===== config.mk =====
export PLATFORM = sky130hd
export DESIGN_NAME = lpmc_top
export DESIGN_NICKNAME = d
export VERILOG_FILES = /design/src/hw/lpmc_pkg.sv /design/src/hw/lpmc_top.sv /design/src/hw/lpmc_clk_div.sv
export SDC_FILE = /design/constraint.sdc
export NUM_CORES = 1
export LEC_CHECK = 0
export BUFFER_PORTS_ARGS = -buffer_cell sky130_fd_sc_hd__buf_2
export CAP_MARGIN = 20
export CORE_ASPECT_RATIO = 2
export CORE_MARGIN = 2
export CORE_UTILIZATION = 60
export DETAILED_ROUTE_END_ITERATION = 6
export GPL_TIMING_DRIVEN = 0
export PLACE_DENSITY = 0.92
export SLEW_MARGIN = 20
export SYNTH_ARGS = -nofsm -noshare
export SYNTH_HDL_FRONTEND = slang
export SYNTH_HIERARCHICAL = 1
export SYNTH_SLANG_ARGS = --single-unit

===== constraint.sdc =====
create_clock -name clk -period 3.41 [get_ports clk]
set_input_delay 0.682 -clock clk [delete_from_list [all_inputs] [get_ports clk]]
set_output_delay 0.682 -clock clk [all_outputs]
set_load 0.05 [all_outputs]

===== src/hw/lpmc_pkg.sv =====
/*
 * lpmc_pkg: shared constants and types of the low power mode controller.
 * Assumes a single 125 MHz system clock domain.
 */
package lpmc_pkg;

    // ------------------------------------------------------------------
    // controller states
    // ------------------------------------------------------------------
    typedef enum logic [2:0] {
        LPMC_RUN    = 3'h0,
        LPMC_SLEEP  = 3'h1,
        LPMC_SSTBY  = 3'h2,
        LPMC_SNOOZE = 3'h3,
        LPMC_DSTBY  = 3'h4,
        LPMC_RESET  = 3'h5
    } lpmc_state_t;

    // ------------------------------------------------------------------
    // operating power control modes
    // ------------------------------------------------------------------
    typedef enum logic [1:0] {
        LPMC_OPC_HIGH = 2'h0,
        LPMC_OPC_LOW  = 2'h1,
        LPMC_OPC_SUB  = 2'h3
    } lpmc_opc_t;

    // ------------------------------------------------------------------
    // widths, indices and reset values
    // ------------------------------------------------------------------
    localparam int          NUM_CLK      = 6;
    localparam int          DIV_W        = 3;
    localparam int          DIV_CNT_W    = 7;
    localparam int          NUM_MOD      = 8;
    localparam int          NUM_OSC      = 7;
    localparam int          NUM_REG      = 4;
    // oscillator positions
    localparam int          OSC_PLL      = 0;
    localparam int          OSC_HOCO     = 1;
    localparam int          OSC_MOCO     = 2;
    localparam int          OSC_LOCO     = 3;
    localparam int          OSC_MAIN     = 4;
    localparam int          OSC_SUB      = 5;
    localparam int          OSC_WDT      = 6;
    // clock positions: system, peripheral a..d, flash
    localparam int          CLK_SYS      = 0;
    localparam int          CLK_FLASH    = 5;
    // register group positions for write strobes and attributes
    localparam int          REG_STBY     = 0;
    localparam int          REG_SNOOZE   = 1;
    localparam int          REG_OPC      = 2;
    localparam int          REG_CLK      = 3;
    // reset values
    localparam logic [DIV_W-1:0]   DIV_RST  = 3'h0;
    localparam logic [NUM_MOD-1:0] MSTOP_RST = 8'hFF;
    // time the device is held in the reset state
    localparam int          RST_HOLD_NS  = 64;
    localparam int          CLK_NS       = 8;
    localparam int          RST_HOLD_CYC = (RST_HOLD_NS + CLK_NS - 1) / CLK_NS;
    localparam int          RST_CNT_W    = 4;

endpackage


===== src/hw/lpmc_top.sv =====
/*
 * lpmc_top: low power mode controller with clock dividers, module stop,
 * operating power control mode and per-register security attributes.
 * Assumes core, interrupt and reset sources share clk; snooze_trig is a pin.
 */
`timescale 1ns/1ps

module lpmc_top (
    // clock and reset
    input  wire logic                           clk,
    input  wire logic                           rstn,
    // core and event sources
    input  wire logic                           wfi,
    input  wire logic                           irq_any,
    input  wire logic                           irq_sby_wake,
    input  wire logic                           irq_dsby_wake,
    input  wire logic                           rst_src,
    input  wire logic                           snooze_trig,
    input  wire logic                           snooze_end,
    // register writes
    input  wire logic [lpmc_pkg::NUM_REG-1:0]   cfg_wr,
    input  wire logic                           cfg_secure,
    input  wire logic [lpmc_pkg::NUM_REG-1:0]   sec_attr,
    input  wire logic                           standby_select,
    input  wire logic                           deep_standby_select,
    input  wire logic                           snooze_enable,
    input  wire logic [1:0]                     power_control_mode,
    input  wire logic [lpmc_pkg::DIV_W-1:0]     div_sel [lpmc_pkg::NUM_CLK],
    input  wire logic [lpmc_pkg::NUM_MOD-1:0]   module_stop,
    input  wire logic [lpmc_pkg::NUM_OSC-1:0]   osc_req,
    // status
    output lpmc_pkg::lpmc_state_t               lpm_state,
    output lpmc_pkg::lpmc_opc_t                 opc_mode,
    output logic                                core_halt,
    output logic                                irq_resume,
    output logic                                sys_reset,
    // clocks, modules and oscillators
    output logic [lpmc_pkg::NUM_CLK-1:0]        clk_tick,
    output logic [lpmc_pkg::NUM_MOD-1:0]        module_run,
    output logic [lpmc_pkg::NUM_OSC-1:0]        osc_en
);

    lpmc_pkg::lpmc_state_t       state_r;
    lpmc_pkg::lpmc_state_t       state_nxt;
    logic                        stby_sel_r;
    logic                        dsby_sel_r;
    logic                        snz_en_r;
    logic [lpmc_pkg::DIV_W-1:0]  div_r [lpmc_pkg::NUM_CLK];
    logic [lpmc_pkg::NUM_MOD-1:0] mstop_r;
    logic [lpmc_pkg::RST_CNT_W-1:0] rst_cnt_r;
    logic                        trig_s1_r;
    logic                        trig_s2_r;
    logic                        trig_d_r;
    logic                        trig_rise;
    logic                        rst_done;
    logic                        periph_on;
    logic [lpmc_pkg::NUM_CLK-1:0] clk_run;
    logic [lpmc_pkg::NUM_OSC-1:0] osc_ok;

    // write allowed when the register is nonsecure or the access is secure
    function automatic logic wr_ok(input logic [lpmc_pkg::NUM_REG-1:0] wr,
                                   input logic [lpmc_pkg::NUM_REG-1:0] attr,
                                   input logic sec, input int idx);
        wr_ok = wr[idx] && (sec || !attr[idx]);
    endfunction

    // ------------------------------------------------------------------
    // snooze trigger synchroniser
    // ------------------------------------------------------------------
    always_ff @(posedge clk or negedge rstn) begin
        if (!rstn) begin
            trig_s1_r <= 1'b0;
            trig_s2_r <= 1'b0;
            trig_d_r  <= 1'b0;
        end else begin
            trig_s1_r <= snooze_trig;
            trig_s2_r <= trig_s1_r;
            trig_d_r  <= trig_s2_r;
        end
    end

    assign trig_rise = trig_s2_r && !trig_d_r;

    // ------------------------------------------------------------------
    // control registers
    // ------------------------------------------------------------------
    always_ff @(posedge clk or negedge rstn) begin
        if (!rstn) begin
            stby_sel_r <= 1'b0;
            dsby_sel_r <= 1'b0;
        end else if (wr_ok(cfg_wr, sec_attr, cfg_secure,
                           lpmc_pkg::REG_STBY)) begin
            stby_sel_r <= standby_select;
            dsby_sel_r <= deep_standby_select;
        end
    end

    always_ff @(posedge clk or negedge rstn) begin
        if (!rstn) begin
            snz_en_r <= 1'b0;
        end else if (wr_ok(cfg_wr, sec_attr, cfg_secure,
                           lpmc_pkg::REG_SNOOZE)) begin
            snz_en_r <= snooze_enable;
        end
    end

    // reserved encoding is ignored; mode only changes in normal or sleep
    always_ff @(posedge clk or negedge rstn) begin
        if (!rstn) begin
            opc_mode <= lpmc_pkg::LPMC_OPC_HIGH;
        end else if (wr_ok(cfg_wr, sec_attr, cfg_secure, lpmc_pkg::REG_OPC)
                     && (state_r == lpmc_pkg::LPMC_RUN
                         || state_r == lpmc_pkg::LPMC_SLEEP)
                     && power_control_mode != 2'h2) begin
            opc_mode <= lpmc_pkg::lpmc_opc_t'(power_control_mode);
        end
    end

    always_ff @(posedge clk or negedge rstn) begin
        if (!rstn) begin
            for (int i = 0; i < lpmc_pkg::NUM_CLK; i++) begin
                div_r[i] <= lpmc_pkg::DIV_RST;
            end
            mstop_r <= lpmc_pkg::MSTOP_RST;
        end else if (wr_ok(cfg_wr, sec_attr, cfg_secure,
                           lpmc_pkg::REG_CLK)) begin
            for (int i = 0; i < lpmc_pkg::NUM_CLK; i++) begin
                div_r[i] <= div_sel[i];
            end
            mstop_r <= module_stop;
        end
    end

    // ------------------------------------------------------------------
    // low power state machine
    // ------------------------------------------------------------------
    assign rst_done = rst_cnt_r == lpmc_pkg::RST_CNT_W'(
                      lpmc_pkg::RST_HOLD_CYC - 1);

    always_comb begin
        state_nxt = state_r;
        case (state_r)
            lpmc_pkg::LPMC_RUN: begin
                if (rst_src) begin
                    state_nxt = lpmc_pkg::LPMC_RESET;
                end else if (wfi) begin
                    if (!stby_sel_r) begin
                        state_nxt = lpmc_pkg::LPMC_SLEEP;
                    end else if (!dsby_sel_r) begin
                        state_nxt = lpmc_pkg::LPMC_SSTBY;
                    end else begin
                        state_nxt = lpmc_pkg::LPMC_DSTBY;
                    end
                end
            end
            lpmc_pkg::LPMC_SLEEP: begin
                if (rst_src) begin
                    state_nxt = lpmc_pkg::LPMC_RESET;
                end else if (irq_any) begin
                    state_nxt = lpmc_pkg::LPMC_RUN;
                end
            end
            lpmc_pkg::LPMC_SSTBY: begin
                if (rst_src) begin
                    state_nxt = lpmc_pkg::LPMC_RESET;
                end else if (irq_sby_wake) begin
                    state_nxt = lpmc_pkg::LPMC_RUN;
                end else if (trig_rise && snz_en_r) begin
                    state_nxt = lpmc_pkg::LPMC_SNOOZE;
                end
            end
            lpmc_pkg::LPMC_SNOOZE: begin
                if (rst_src) begin
                    state_nxt = lpmc_pkg::LPMC_RESET;
                end else if (irq_sby_wake) begin
                    state_nxt = lpmc_pkg::LPMC_RUN;
                end else if (snooze_end) begin
                    state_nxt = lpmc_pkg::LPMC_SSTBY;
                end
            end
            lpmc_pkg::LPMC_DSTBY: begin
                if (rst_src || irq_dsby_wake) begin
                    state_nxt = lpmc_pkg::LPMC_RESET;
                end
            end
            lpmc_pkg::LPMC_RESET: begin
                if (!rst_src && rst_done) begin
                    state_nxt = lpmc_pkg::LPMC_RUN;
                end
            end
            default: begin
                state_nxt = lpmc_pkg::LPMC_RESET;
            end
        endcase
    end

    always_ff @(posedge clk or negedge rstn) begin
        if (!rstn) begin
            state_r <= lpmc_pkg::LPMC_RUN;
        end else begin
            state_r <= state_nxt;
        end
    end

    // a reset source held on keeps the device in reset
    always_ff @(posedge clk or negedge rstn) begin
        if (!rstn) begin
            rst_cnt_r <= '0;
        end else if (state_r != lpmc_pkg::LPMC_RESET || rst_src) begin
            rst_cnt_r <= '0;
        end else if (!rst_done) begin
            rst_cnt_r <= rst_cnt_r + 1'b1;
        end
    end

    always_ff @(posedge clk or negedge rstn) begin
        if (!rstn) begin
            lpm_state  <= lpmc_pkg::LPMC_RUN;
            core_halt  <= 1'b0;
            sys_reset  <= 1'b0;
            irq_resume <= 1'b0;
        end else begin
            lpm_state  <= state_nxt;
            core_halt  <= state_nxt != lpmc_pkg::LPMC_RUN;
            sys_reset  <= state_nxt == lpmc_pkg::LPMC_RESET;
            irq_resume <= state_r != lpmc_pkg::LPMC_RUN
                          && state_r != lpmc_pkg::LPMC_RESET
                          && state_nxt == lpmc_pkg::LPMC_RUN;
        end
    end

    // ------------------------------------------------------------------
    // clocks, module stop and oscillators
    // ------------------------------------------------------------------
    // peripherals keep running in sleep and snooze, not in standby
    assign periph_on = state_r == lpmc_pkg::LPMC_RUN
                       || state_r == lpmc_pkg::LPMC_SLEEP
                       || state_r == lpmc_pkg::LPMC_SNOOZE;

    always_comb begin
        clk_run = {lpmc_pkg::NUM_CLK{periph_on}};
        clk_run[lpmc_pkg::CLK_SYS] = state_r == lpmc_pkg::LPMC_RUN;
    end

    for (genvar g = 0; g < lpmc_pkg::NUM_CLK; g++) begin : g_div
        lpmc_clk_div u_div (
            .clk  (clk),
            .rstn (rstn),
            .run  (clk_run[g]),
            .sel  (div_r[g]),
            .tick (clk_tick[g])
        );
    end

    always_ff @(posedge clk or negedge rstn) begin
        if (!rstn) begin
            module_run <= '0;
        end else begin
            module_run <= ~mstop_r & {lpmc_pkg::NUM_MOD{periph_on}};
        end
    end

    // oscillators the mode does not allow are masked: PLL outside high speed, HOCO, MOCO and main as well in subclock
    always_comb begin
        osc_ok = '1;
        if (opc_mode != lpmc_pkg::LPMC_OPC_HIGH) begin
            osc_ok[lpmc_pkg::OSC_PLL] = 1'b0;
        end
        if (opc_mode == lpmc_pkg::LPMC_OPC_SUB) begin
            osc_ok[lpmc_pkg::OSC_HOCO] = 1'b0;
            osc_ok[lpmc_pkg::OSC_MOCO] = 1'b0;
            osc_ok[lpmc_pkg::OSC_MAIN] = 1'b0;
        end
    end

    always_ff @(posedge clk or negedge rstn) begin
        if (!rstn) begin
            osc_en <= '0;
        end else begin
            osc_en <= osc_req & osc_ok;
        end
    end
endmodule


===== src/hw/lpmc_clk_div.sv =====
/*
 * lpmc_clk_div: divided clock enable generator for one clock.
 * Assumes sel is stable from the register file; ratio is 2**sel.
 */
`timescale 1ns/1ps

module lpmc_clk_div (
    // clock and reset
    input  wire logic                        clk,
    input  wire logic                        rstn,
    // control
    input  wire logic                        run,
    input  wire logic [lpmc_pkg::DIV_W-1:0]  sel,
    // output
    output logic                             tick
);

    logic [lpmc_pkg::DIV_CNT_W-1:0] cnt_r;
    logic [lpmc_pkg::DIV_CNT_W-1:0] limit;

    assign limit = lpmc_pkg::DIV_CNT_W'((1 << sel) - 1);

    // ------------------------------------------------------------------
    // counter
    // ------------------------------------------------------------------
    // a stopped clock restarts from zero so the first tick is a full period
    always_ff @(posedge clk or negedge rstn) begin
        if (!rstn) begin
            cnt_r <= '0;
        end else if (!run || cnt_r >= limit) begin
            cnt_r <= '0;
        end else begin
            cnt_r <= cnt_r + 1'b1;
        end
    end

    always_ff @(posedge clk or negedge rstn) begin
        if (!rstn) begin
            tick <= 1'b0;
        end else begin
            tick <= run && (cnt_r >= limit);
        end
    end

endmodule


==> impl_metrics.tcl <==
set metrics [dict create \
    path_cells "clkbuf_4 -> o21bai_1 -> inv_1 -> o211ai_1 -> a41o_2 -> nor2_1" \
    postSynthAreaPerCell_um2 10.7 \
    drt-initial-drc-count 187 \
    cts_buffer_depth 2 \
    fillers 632 \
    ys_types 41 \
    initial_utilization_pct 61.2 \
    tightest_slew_ns 0.743 \
    grtUsageTotal_pct 23.7 \
    final_cell_mix "dfrtp_1, buf_2, nor2_1" \
    grt_setup_unrepaired "false" \
    final-max-slew-violation-count 0 \
    fp.dieW_um 71.5 \
    synth-async-reset-ratio_pct 100 \
    r2r_start "lpm_state[0]$_DFF_PN0_" \
    cp_max_fo 10 \
    synth_cells 510 \
    dr.pass1.iters 4 \
    setup_viol 0 \
    finalSetupTns_ns 0 \
    syn_area_mm2 0.00548 \
    io_buffers 84 \
    crit_required_ns 3.64 \
    overflow 0 \
    grt_max_degree 66 \
    synthesis.nets 615 \
    hp-class "input pin to asynchronous set/reset pin" \
    cap_violations 0 \
    fp-row-count 49 \
    dp_hpwl_mm 8.33 \
    antenna_found_initial 0 \
    multi_input_area_mm2 0.00265 \
    cts_htree_levels 3 \
    postCtsSetupBuffers 0 \
    r2r_slack_ns 1.15 \
    ctsHoldBuffers 0 \
    ir_worst_vdd_v 0.000365 \
    final_nets 711 \
    dieArea_mm2 0.00995 \
    slowest_stage "o21bai_1" \
    p_leak_uw 0.00302 \
    syn_to_final_growth_pct 15.7 \
    layout_commonest_cell "dfrtp_1" \
    max_stage_delay_ns 0.60 \
    synth_seq_cells 107 \
    finClkSkew_ns 0.00853 \
    grt_pass1_wl_mm 18.6 \
    io_pins 85 \
    cts_root_buffer "clkbuf_16" \
    fmax_mhz 443 \
    antennaDiodeCount 0 \
    cts_tree "done" \
    seq_area_mm2 0.00269 \
    via_per_inst 5.78 \
    first_global_vias 4313 \
    clock_latency_ns 0.34 \
    status "finished clean" \
    core_area_mm2 0.00895 \
    vias 4122 \
    die_h_um 139 \
    end_kind "register" \
    cp-start-kind "register" \
    arrival_ns 2.48 \
    reg2reg_to "g_div[3].u_div/cnt_r[4]$_DFF_PN0_" \
    ys_seq_area_share_pct 49.1 \
    critPathKind "register to register" \
    holdWs_ns 0.235 \
    ctsResizeCount 0 \
    rr_worst_depth 6 \
    fin_crit_sh_pct 66.2 \
    clk_pin_slew_worst_paths_ns 0.07 \
    routabilityCongestion 0.775 \
    wire_per_inst_um 15.8 \
    wl_mm 11.2 \
    drive_gt1_share_pct 24.5 \
    hold_viol_final 0 \
    synth_edf_count 0 \
    cts_buffers 9 \
    ant_nets 0 \
    post-route-min-period_ns 2.26 \
    route.detailed.drc 0 \
    yosys_warnings 6 \
    max_slew_margin_pct 50.3 \
    synth_flop_cell "dfrtp_1" \
    cts.sinks 107 \
    powerDensity_mw_per_mm2 462 \
]
## how the worst max path moves through the flow
stage	startpoint	endpoint	slack, ns
final	lpm_state[0]$_DFF_PN0_	g_div[3].u_div/cnt_r[4]$_DFF_PN0_	1.15
after global routing	lpm_state[0]$_DFF_PN0_	g_div[3].u_div/cnt_r[2]$_DFF_PN0_	0.99
after CTS	lpm_state[0]$_DFF_PN0_	g_div[3].u_div/cnt_r[4]$_DFF_PN0_	1.14
after detailed placement	lpm_state[0]$_DFF_PN0_	g_div[3].u_div/cnt_r[4]$_DFF_PN0_	1.15
after global placement	rstn	div_r[11]$_DFFE_PN0P_	0.59
after floorplan	lpm_state[1]$_DFF_PN0_	g_div[5].u_div/cnt_r[2]$_DFF_PN0_	1.46
## flip-flops by register name (all words and copies together), names as in the netlist, 2 cells and up
register / count
mstop_r: 8
g_div.u_div/tick: 6
module_run: 8
rst_cnt_r: 4
opc_mode: 2
g_div.u_div/cnt_r: 42
div_r: 18
lpm_state: 3
osc_en: 7
## layout make-up
cell class                 instances  area share [%]
clock inverter                     6           0.770
multi-input combinational        370            41.8
timing repair buffer              85            7.17
tap                              102            2.01
buffer                             5           0.533
clock buffer                      10            3.61
inverter                          28            1.66
sequential                       107            42.4
## cells in the mapped netlist, drive strengths merged, types with 2 or more instances
cell type	count	area, µm²
nand4	2	12.5
dfstp	8	210
and2	10	67.6
xor2	19	166
nand2	28	105
buf	4	26.3
or3	9	56.3
a21oi	30	188
o211ai	7	52.6
nor2	70	263
o21ai	26	149
xnor2	14	123
a41oi	6	52.6
mux2	29	327
ha	49	613
dfrtp	99	2480
nand3	28	140
and3	8	50.1
inv	28	105
nor2b	14	87.6
nor3	3	15.0
a41o	6	67.6
## stage by stage
| step | std cells | cell area, µm² | setup WS, ns | utilization, % | total power [µW] |
|---|---|---|---|---|---|
| after global placement | 696 | 6020 | 0.591 | 67.3 | 1920 |
| after CTS | 713 | 6330 | 1.14 | 70.8 | 2940 |
| final | 713 | 6330 | 1.15 | 70.8 | 2920 |
| after detailed placement | 697 | 6060 | 1.15 | 67.7 | 1960 |
| after floorplan | 510 | 5480 | 1.46 | - | 1790 |
| after global routing | 713 | 6330 | 0.989 | 70.8 | 3060 |
## layer usage
metal  global-route usage, %  share of wire [%]  vias to the layer above  wire (µm)
met5                       0                  0                        -          0
met4                    11.3                3.2                        0        355
met3                    5.38                5.1                       28        578
met2                    43.5                 54                      114       6120
met1                    24.4                 37                     2005       4180
li1                        -                  -                     1975          -
## report_power, final
| group | switching [µW] | total [µW] | internal [µW] |
|---|---|---|---|
| logic | 307 | 503 | 195 |
| clock network | 474 | 979 | 505 |
| registers | 83.6 | 1440 | 1360 |
| total | 865 | 2920 | 2060 |
## worst max-delay path, delay by kind of cell, from the launching register on
family | cells | cell delay (ns)
buffers and inverters | 2 | 0.61
DFF | 1 | 0.43
AOI/OAI and AO/OA | 3 | 1.03
and+or+nand+nor | 1 | 0.07
## logic make-up (layout without fill, tap and decap cells)
logic type / Yosys count / after routing / share of synthesized area, %
buffers and inverters: 33 / 134 / 2.54
adder cells (fa/ha/maj): 49 / 49 / 11.2
flip-flops: 107 / 107 / 49.1
AND/OR/NAND/NOR: 179 / 179 / 15.6
XOR/XNOR: 33 / 33 / 5.28
AO/OA/AOI/OAI: 80 / 80 / 10.3
multiplexers: 29 / 29 / 5.96
Power figures use the tool's default switching activity.
